## config.mk

```make
export PLATFORM = sky130hd
export DESIGN_NAME = sig_guard
export DESIGN_NICKNAME = d
export VERILOG_FILES = /design/src/hw/sig_pkg.sv /design/src/hw/sig_req_demux.sv /design/src/hw/sig_prio.sv /design/src/hw/sig_guard.sv
export SDC_FILE = /design/constraint.sdc
export NUM_CORES = 1
export LEC_CHECK = 0
export BUFFER_PORTS_ARGS = -buffer_cell sky130_fd_sc_hd__clkbuf_2
export CORE_MARGIN = 2
export CORE_UTILIZATION = 55
export CTS_BUF_LIST = sky130_fd_sc_hd__clkbuf_8
export DETAILED_ROUTE_END_ITERATION = 16
export GPL_TIMING_DRIVEN = 0
export PLACE_DENSITY = 0.74
export SYNTH_ARGS = -nofsm -noshare
export SYNTH_HDL_FRONTEND = slang
export SYNTH_HIERARCHICAL = 1
export SYNTH_SLANG_ARGS = --single-unit
```

## constraint.sdc

```tcl
create_clock -name CORE_CLK_IN -period 5.46 [get_ports CORE_CLK_IN]
set_input_delay 1.092 -clock CORE_CLK_IN [delete_from_list [all_inputs] [get_ports CORE_CLK_IN]]
set_output_delay 1.092 -clock CORE_CLK_IN [all_outputs]
set_load 0.005 [all_outputs]
```

## src/hw/sig_pkg.sv

```systemverilog
package sig_pkg;
  // ==========================================================
  // Sizes, positions and reset values
  localparam int NUM_LINES = 10;
  localparam logic [3:0] LINE_OVERFLOW = 4'h9;
  localparam logic [3:0] LINE_UNDERFLOW = 4'h0;
  localparam int ST_TRANSPARENT = 0;
  localparam int ST_SIGN = 1;
  localparam int ST_ENABLE = 2;
  localparam int ST_MASK_LSB = 6;
  localparam int ST_FRAME_SEL = 3;
  localparam int LIMIT_LSB = 4;
  localparam int VPTR_LSB = 0;
  localparam logic [15:0] STATUS_RESET = 16'h0000;
  localparam logic [3:0] LIMIT_RESET = 4'h0;
  localparam logic [3:0] VPTR_RESET = 4'h0;
  localparam logic [15:0] VECTOR_RESET = 16'h0000;
  localparam logic [1:0] SS_FILL = 2'b00;
  localparam logic [1:0] RS_FILL = 2'b11;
  localparam logic [5:0] STACK_BOTTOM = 6'h00;
  localparam logic [5:0] PTR_STEP = 6'h01;
  localparam int SYNC_DELAY = 2;

  // ==========================================================
  // Instruction codes seen by the block
  typedef enum logic [3:0] {
    OP_NONE = 4'b0000,
    OP_LIMIT_VPTR_LOAD = 4'b0001,
    OP_SIGN_CLEAR = 4'b0010,
    OP_RETURN = 4'b0011,
    OP_CLEAR_CURRENT = 4'b0100,
    OP_CLEAR_ALL = 4'b0101,
    OP_SELECT_UNLATCHED = 4'b0110,
    OP_SELECT_LATCHED = 4'b0111,
    OP_MASK_CLEAR = 4'b1000,
    OP_MASK_SET = 4'b1001,
    OP_STATUS_WRITE = 4'b1010,
    OP_VECTOR_WRITE = 4'b1011,
    OP_VECTOR_READ = 4'b1100,
    OP_ENABLE = 4'b1101,
    OP_DISABLE = 4'b1110
  } sig_op_t;

  typedef struct packed {
    logic valid;
    sig_op_t op;
    logic [15:0] data;
  } sig_instr_t;

  typedef struct packed {
    logic ss_push;
    logic ss_pop;
    logic rs_push;
    logic [5:0] return_stack_pointer;
    logic [5:0] local_frame_pointer;
    logic [5:0] shared_frame_pointer;
  } sig_stack_t;

  typedef struct packed {
    logic [15:0] status_word;
    logic [3:0] stack_limit;
    logic [3:0] vptr;
    logic [9:0] latch;
    logic handler_in_progress;
    logic [3:0] cur;
    logic override;
    logic [15:0] vector;
    logic push_ret;
    logic [15:0] dout;
    logic doe;
    logic [9:0][15:0] vfile;
  } sig_state_t;

  typedef struct packed {
    logic phase;
    logic [1:0] ph_pipe;
    logic [3:0] s1;
    logic [3:0] s2;
    logic [7:0] cap;
  } sig_demux_t;
endpackage

```

## src/hw/sig_req_demux.sv

```systemverilog
module sig_req_demux
  import sig_pkg::*;
(
  input wire logic clk_in, // Core clock
  input wire logic rst_n_in, // Synchronous reset, active low
  input wire logic [3:0] pin_in, // Multiplexed request pins
  output logic phase_out, // Selector drive, 1 = upper group half
  output logic [7:0] req_out // Captured levels of lines 8 to 1
);
  sig_demux_t q, d;

  // ==========================================================
  // Two-flop synchroniser, then alternate-cycle demultiplexing
  always_comb
  begin
    d = q;
    d.phase = ~q.phase;
    d.ph_pipe = {q.ph_pipe[0], q.phase}; // Phase seen with the synchronised pins
    d.s1 = pin_in;
    d.s2 = q.s1;
    if (q.ph_pipe[SYNC_DELAY-1])
    begin
      d.cap[7:4] = q.s2; // Upper group lands on lines 8 to 5
    end
    else
    begin
      d.cap[3:0] = q.s2; // Lower group lands on lines 4 to 1
    end
  end

  always_ff @(posedge clk_in)
  begin
    if (!rst_n_in)
    begin
      q <= '0;
    end
    else
    begin
      q <= d;
    end
  end

  assign phase_out = q.phase;
  assign req_out = q.cap;
endmodule

```

## src/hw/sig_prio.sv

```systemverilog
module sig_prio
  import sig_pkg::*;
(
  input wire logic [9:0] req_in, // Unmasked pending lines
  output logic valid_out, // Any line pending
  output logic [3:0] idx_out // Most urgent line number
);
  // ==========================================================
  // Later iterations win, so line 9 is the most urgent
  always_comb
  begin
    valid_out = 1'b0;
    idx_out = 4'h0;
    for (int i = 0; i < NUM_LINES; i++)
    begin
      if (req_in[i])
      begin
        valid_out = 1'b1;
        idx_out = 4'(i);
      end
    end
  end
endmodule

```

## src/hw/sig_guard.sv

```systemverilog
module sig_guard
  import sig_pkg::*;
(
  input wire logic CORE_CLK_IN, // Core clock, 100 MHz
  input wire logic RESET_N_IN, // Synchronous reset, active low
  input wire logic [3:0] EXTERNAL_REQUEST_PIN_IN, // Request pins, active high
  input wire logic INSTR_VALID_IN, // Instruction strobe
  input wire logic [3:0] INSTR_OP_IN, // Instruction code
  input wire logic [15:0] DATA_IN, // Data port, inbound
  input wire logic SS_PUSH_IN, // Subroutine stack push
  input wire logic SS_POP_IN, // Subroutine stack pop
  input wire logic RS_PUSH_IN, // Frame stack push
  input wire logic [5:0] RETURN_STACK_POINTER_IN, // Pointer before the operation
  input wire logic [5:0] LOCAL_FRAME_POINTER_IN, // Local frame pointer
  input wire logic [5:0] SHARED_FRAME_POINTER_IN, // Shared frame pointer
  input wire logic COUNTER_UNDERFLOW_IN, // Counter underflow pulse
  output logic ADDR_OVERRIDE_OUT, // Vector replaces normal address
  output logic [15:0] VECTOR_OUT, // Vector on the address port
  output logic PUSH_RETURN_OUT, // Push the return address now
  output logic [15:0] DATA_OUT, // Data port, outbound
  output logic DATA_OE_OUT, // Data port drive enable
  output logic [15:0] STATUS_OUT, // Status word
  output logic HANDLER_IN_PROGRESS_OUT, // Lockout active
  output logic [9:0] PENDING_OUT, // Latched lines
  output logic HALF_SELECT_OUT // External selector drive
);
  sig_state_t q, d;
  sig_instr_t instr;
  sig_stack_t stk;
  logic [7:0] ext_req;
  logic [9:0] set_c;
  logic [9:0] clr_c;
  logic [9:0] pending_c;
  logic [9:0] unmasked_c;
  logic pick_valid;
  logic [3:0] pick_idx;
  logic accept_c;
  logic instr_ok;
  logic ss_over_c;
  logic ss_under_c;
  logic rs_over_c;
  logic [5:0] frame_ptr;

  // Same-clock inputs gathered into carriers
  assign instr = '{valid: INSTR_VALID_IN, op: sig_op_t'(INSTR_OP_IN), data: DATA_IN};
  assign stk = '{ss_push: SS_PUSH_IN, ss_pop: SS_POP_IN, rs_push: RS_PUSH_IN,
                 return_stack_pointer: RETURN_STACK_POINTER_IN,
                 local_frame_pointer: LOCAL_FRAME_POINTER_IN,
                 shared_frame_pointer: SHARED_FRAME_POINTER_IN};

  // ==========================================================
  // Request pins
  sig_req_demux u_demux (
    .clk_in(CORE_CLK_IN),
    .rst_n_in(RESET_N_IN),
    .pin_in(EXTERNAL_REQUEST_PIN_IN),
    .phase_out(HALF_SELECT_OUT),
    .req_out(ext_req)
  );

  // ==========================================================
  // Stack limit comparison
  always_comb
  begin
    frame_ptr = q.status_word[ST_FRAME_SEL] ? stk.shared_frame_pointer
                                            : stk.local_frame_pointer;
    // All six bits are compared, the low two against SS_FILL or RS_FILL
    ss_over_c = stk.ss_push &&
      ((stk.return_stack_pointer + PTR_STEP) == {q.stack_limit, SS_FILL});
    ss_under_c = stk.ss_pop && (stk.return_stack_pointer == STACK_BOTTOM);
    rs_over_c = stk.rs_push &&
      ((frame_ptr - PTR_STEP) == {q.stack_limit, RS_FILL});
  end

  // ==========================================================
  // Latch sets and clears
  // The first handler instruction runs while the return push happens and is dropped
  assign instr_ok = instr.valid && !q.push_ret;

  always_comb
  begin
    set_c = '0;
    clr_c = '0;
    set_c[LINE_OVERFLOW] = ss_over_c || ss_under_c || rs_over_c;
    set_c[LINE_UNDERFLOW] = COUNTER_UNDERFLOW_IN;
    if (!q.status_word[ST_TRANSPARENT])
    begin
      set_c[8:1] = ext_req; // Levels collected, held until cleared
    end
    if (instr_ok)
    begin
      case (instr.op)
        OP_LIMIT_VPTR_LOAD: clr_c[LINE_OVERFLOW] = 1'b1;
        OP_SIGN_CLEAR: clr_c[LINE_UNDERFLOW] = 1'b1;
        OP_RETURN, OP_CLEAR_CURRENT:
        begin
          if (q.cur != LINE_OVERFLOW && q.cur != LINE_UNDERFLOW)
          begin
            clr_c[q.cur] = 1'b1;
          end
        end
        OP_CLEAR_ALL: clr_c[8:1] = '1;
        default: clr_c = '0;
      endcase
    end
  end

  // ==========================================================
  // Pending, masking and acceptance
  // Fresh events join at once so a vector follows detection by one cycle
  always_comb
  begin
    pending_c = q.latch | set_c;
    if (q.status_word[ST_TRANSPARENT])
    begin
      pending_c[8:1] = ext_req; // Latch bypassed, source must hold
    end
    unmasked_c = pending_c & ~q.status_word[15:ST_MASK_LSB];
  end

  sig_prio u_prio (
    .req_in(unmasked_c),
    .valid_out(pick_valid),
    .idx_out(pick_idx)
  );

  // Disabled or locked out requests stay latched but do not vector
  assign accept_c = pick_valid && q.status_word[ST_ENABLE] &&
                    !q.handler_in_progress;

  // ==========================================================
  // Next state
  always_comb
  begin
    d = q;
    d.latch = (q.latch & ~clr_c) | set_c; // Set beats clear in the same cycle
    d.override = accept_c;
    d.vector = accept_c ? q.vfile[pick_idx] : q.vector;
    d.push_ret = q.override;
    d.doe = 1'b0;
    if (accept_c)
    begin
      d.cur = pick_idx;
    end
    if (instr_ok)
    begin
      case (instr.op)
        OP_LIMIT_VPTR_LOAD:
        begin
          d.stack_limit = instr.data[LIMIT_LSB +: 4];
          d.vptr = instr.data[VPTR_LSB +: 4];
        end
        OP_SIGN_CLEAR: d.status_word[ST_SIGN] = 1'b0;
        OP_SELECT_UNLATCHED: d.status_word[ST_TRANSPARENT] = 1'b1;
        OP_SELECT_LATCHED: d.status_word[ST_TRANSPARENT] = 1'b0;
        OP_MASK_CLEAR:
          d.status_word[15:ST_MASK_LSB] = q.status_word[15:ST_MASK_LSB] &
                                          ~instr.data[15:ST_MASK_LSB];
        OP_MASK_SET:
          d.status_word[15:ST_MASK_LSB] = q.status_word[15:ST_MASK_LSB] |
                                          instr.data[15:ST_MASK_LSB];
        OP_STATUS_WRITE: d.status_word = instr.data;
        OP_VECTOR_WRITE:
        begin
          if (q.vptr < LINE_OVERFLOW + 4'h1)
          begin
            d.vfile[q.vptr] = instr.data;
          end
        end
        OP_VECTOR_READ:
        begin
          // Pointer values past the file read as zero
          d.dout = (q.vptr < LINE_OVERFLOW + 4'h1) ? q.vfile[q.vptr] : '0;
          d.doe = 1'b1;
        end
        OP_ENABLE: d.status_word[ST_ENABLE] = 1'b1;
        OP_DISABLE: d.status_word[ST_ENABLE] = 1'b0;
        default: d.dout = q.dout;
      endcase
    end
    // Lockout released by return or either clear; a new acceptance wins
    if (accept_c)
    begin
      d.handler_in_progress = 1'b1;
    end
    else if (instr_ok && (instr.op == OP_RETURN || instr.op == OP_CLEAR_CURRENT ||
                          instr.op == OP_CLEAR_ALL))
    begin
      d.handler_in_progress = 1'b0;
    end
  end

  // ==========================================================
  // State register
  always_ff @(posedge CORE_CLK_IN)
  begin
    if (!RESET_N_IN)
    begin
      q <= '0; // Latch and lockout empty at start
      q.status_word <= STATUS_RESET;
      q.stack_limit <= LIMIT_RESET;
      q.vptr <= VPTR_RESET;
      q.vector <= VECTOR_RESET;
    end
    else
    begin
      q <= d;
    end
  end

  // ==========================================================
  // Outputs, all straight from the state register
  assign ADDR_OVERRIDE_OUT = q.override;
  assign VECTOR_OUT = q.vector;
  assign PUSH_RETURN_OUT = q.push_ret;
  assign DATA_OUT = q.dout;
  assign DATA_OE_OUT = q.doe;
  assign STATUS_OUT = q.status_word;
  assign HANDLER_IN_PROGRESS_OUT = q.handler_in_progress;
  assign PENDING_OUT = q.latch;
endmodule

```

==> results.json <==
{
  "gp_congestion": 0.9183,
  "routed_wl_um": 36490,
  "p_sw_mw": 0.9895,
  "holdPathEnd": "u_demux/q[9]",
  "status": "completed",
  "clk_path_buf_depth": 3,
  "finalWorstSetupSlack_ns": 1.306,
  "seq_area_frac_synth_pct": 38.72,
  "gr-usage-all-layers_pct": 29.56,
  "dp_slack_ns": 0.8703,
  "final-setup-viol-count": 0,
  "worst_hold_path_type": "reg2reg",
  "drt_iter0_markers": 874,
  "syn-num-nets": 1367,
  "worstPathRequired_ns": 5.88,
  "synth_ff_type": "dfxtp_1",
  "cts_buffers": 42,
  "post-cts-setup-buffer-count": 0,
  "grt_pass1_wl_um": 56240,
  "rsz0062_at_grt": "no",
  "max_slew.worst_pin.slew_ns": 0.7743,
  "finalHoldViolCount": 0,
  "syn_area_per_cell_um2": 9.924,
  "io_buffers": 109,
  "die_area_mm2": 0.02503,
  "rr_worst_depth": 14,
  "hold_buffers": 0,
  "wire_per_inst_um": 20.04,
  "final_cell_mix": "dfxtp_1 (253), mux2i_1 (175), nand2_1 (157)",
  "p_int_mw": 3.053,
  "drv_cap": 0,
  "via_per_inst": 5.696,
  "synth-seq-cells": 253,
  "post-route-min-period_ns": 4.154,
  "slew_violations": 0,
  "via_count": 10370,
  "total_power_mw": 4.042,
  "rr_endpoint": "VECTOR_OUT[12]",
  "die_y_um": 158.2,
  "antennaDiodeCount": 0,
  "cts_tree": "done",
  "p_leak_nw": 5.640,
  "clkPwrFrac_pct": 44.3,
  "antenna_found_initial": 1,
  "cts_sinks": 253,
  "worst-path-max-fanout": 10,
  "die_x_um": 158.2,
  "nets": 1520,
  "htreeDepth": 2,
  "async_flop_share_pct": 0,
  "end_kind": "flip-flop",
  "p_per_area_mw_per_mm2": 270.5,
  "dr.pass1.iters": 5,
  "synth.cell_area_mm2": 0.01308,
  "drive_above_1_share_pct": 24.63,
  "ir_drop_mv": 0.2056,
  "holdCritStartpoint": "u_demux/d[9]",
  "fin_area_mm2": 0.01494,
  "root_buffer": "clkbuf_8",
  "cts_resized": 0,
  "start_util_pct": 55.89,
  "clk_latency_ns": 0.55,
  "detail-route-antenna-nets": 0,
  "place_area_mm2": 0.01402,
  "power_frac_seq_pct": 46.5,
  "p_sw_share_pct": 24.48,
  "final.setup_skew_ns": 0.01842,
  "grt_max_degree": 17,
  "clock.fmax_ghz": 0.2407,
  "fin_crit_sh_pct": 76.08,
  "area_growth_pct": 14.23,
  "slew_headroom_pct": 48.07,
  "synth_edf_count": 0,
  "power.share.combinational_pct": 9.2,
  "fin_tns_setup_ns": 0,
  "post-dp-hpwl_um": 26980,
  "final_common_cell": "dfxtp_1",
  "io_pins": 112,
  "startpoint_type": "input pin",
  "drc_errors": 0,
  "rows": 56,
  "nFillCells": 1996,
  "netlist_instances": 1318,
  "whs_ns": 0.4318,
  "first_global_vias": 9967,
  "grt-ovfl-total": 0,
  "yosysWarnings": 6,
  "ys_types": 58,
  "min_path_cells": 1,
  "cp.arrival_ns": 4.58,
  "r2r_start": "STATUS_OUT[3]",
  "critPathLaunch": "SHARED_FRAME_POINTER_IN[0]",
  "critPathKind": "in2reg",
  "path_clk_slew_ns": 0.06,
  "ff2ff_setup_slack_ns": 1.35,
  "coreArea_mm2": 0.02340
}
[logic make-up after synthesis]
kind of cell / Yosys count / share of synthesized area [%]
and+or+nand+nor: 405 / 15.97
AOI/OAI and AO/OA: 232 / 12.29
DFF: 253 / 38.72
muxes: 239 / 24.41
buffers and inverters: 183 / 8.207
xor gates and xnor gates: 6 / 0.4018
[cell usage after synthesis, types with 2 or more instances]
cell type,number,area share (%)
nand2_1,157,4.5
o211ai_1,2,0.11
nor3_1,8,0.31
o22ai_1,17,0.81
nor4b_1,2,0.13
a21oi_1,30,1.1
a22o_1,16,1.1
and3b_1,2,0.13
a22oi_1,17,0.98
and3_1,5,0.24
nor2_1,29,0.83
o22a_1,16,1.1
o21ai_0,41,1.6
clkbuf_2,4,0.15
a21boi_0,76,4.4
nand4_1,3,0.14
or2_2,3,0.14
nand3_1,18,0.69
and2_1,15,0.72
inv_1,5,0.14
nand3b_1,4,0.23
nor3b_1,3,0.17
mux2i_1,175,13
or3_1,2,0.096
xor2_1,4,0.27
clkbuf_1,53,1.5
nand2b_1,11,0.53
buf_4,76,4.4
o31ai_1,2,0.11
a21boi_1,3,0.17
mux4_2,64,11
buf_2,38,1.5
buf_6,5,0.43
xnor2_1,2,0.13
dfxtp_1,253,39
nor2b_1,135,6.5
[layout make-up]
cell class	instances	area [um^2]	share of cell area [%]
multi-input combinational	882	6942	46.46
sequential	253	5065	33.90
buffer	177	1051	7.034
clock buffer	58	798.3	5.343
timing repair buffer	109	545.5	3.651
tap	319	399.1	2.671
clock inverter	17	118.9	0.7955
inverter	6	22.52	0.1507
[layer usage]
| metal | share of wire (%) | routed length (um) | GRT usage [%] | vias to the layer above |
|---|---|---|---|---|
| met2 | 46 | 16750 | 47.43 | 413 |
| met1 | 43 | 15850 | 39.28 | 5002 |
| met5 | 0 | 0 | 0 | - |
| met4 | 3.0 | 1094 | 11.54 | 0 |
| met3 | 7.7 | 2792 | 6.132 | 75 |
| li1 | - | - | - | 4882 |
[worst max-delay path: stages]
cell      delay [ns]
clkbuf_2        0.08
nor3b_1         0.25
o22ai_1         0.20
xor2_1          0.20
o311a_1         0.19
o221ai_1        0.24
nor2_1          0.27
inv_1           0.16
nor2_1          0.25
clkbuf_1        0.52
buf_2           0.48
mux2i_1         0.39
o22a_1          0.19
a21oi_1         0.06
[sequential cells by signal (all words and copies together) (netlist names)]
signal                   cells
u_demux/d                    5
q                          172
ADDR_OVERRIDE_OUT            1
PUSH_RETURN_OUT              1
VECTOR_OUT                  16
PENDING_OUT                 10
u_demux/phase_out            1
STATUS_OUT                  16
DATA_OUT                    16
u_demux/req_out              8
DATA_OE_OUT                  1
HANDLER_IN_PROGRESS_OUT      1
u_demux/q                    5
[how the worst max path moves through the flow]
stage | endpoint | slack, ns | cells past startpoint
2_1_floorplan | VECTOR_OUT[5] | 1.77 | 13
6_report | VECTOR_OUT[12] | 1.31 | 14
5_1_grt | VECTOR_OUT[8] | 1.16 | 14
4_1_cts | VECTOR_OUT[9] | 1.44 | 14
3_5_place_dp | VECTOR_OUT[9] | 0.87 | 14
3_3_place_gp | VECTOR_OUT[12] | 0.94 | 14
[per-stage QoR]
stage	cells	utilization [%]
finish	1821	63.85
global route	1821	63.85
CTS	1821	63.85
detailed placement	1746	59.93
global placement	1746	59.93
floorplan	1318	-
[power groups by stage]
stage	combinational, mW	sequential, mW	clock (mW)
finish	0.374	1.88	1.79
global route	0.397	1.88	1.90
CTS	0.370	1.88	1.80
detailed placement	0.369	1.92	0
global placement	0.363	1.92	0
floorplan	0.242	1.91	0
Note: power is estimated with default switching activity, not from simulation.
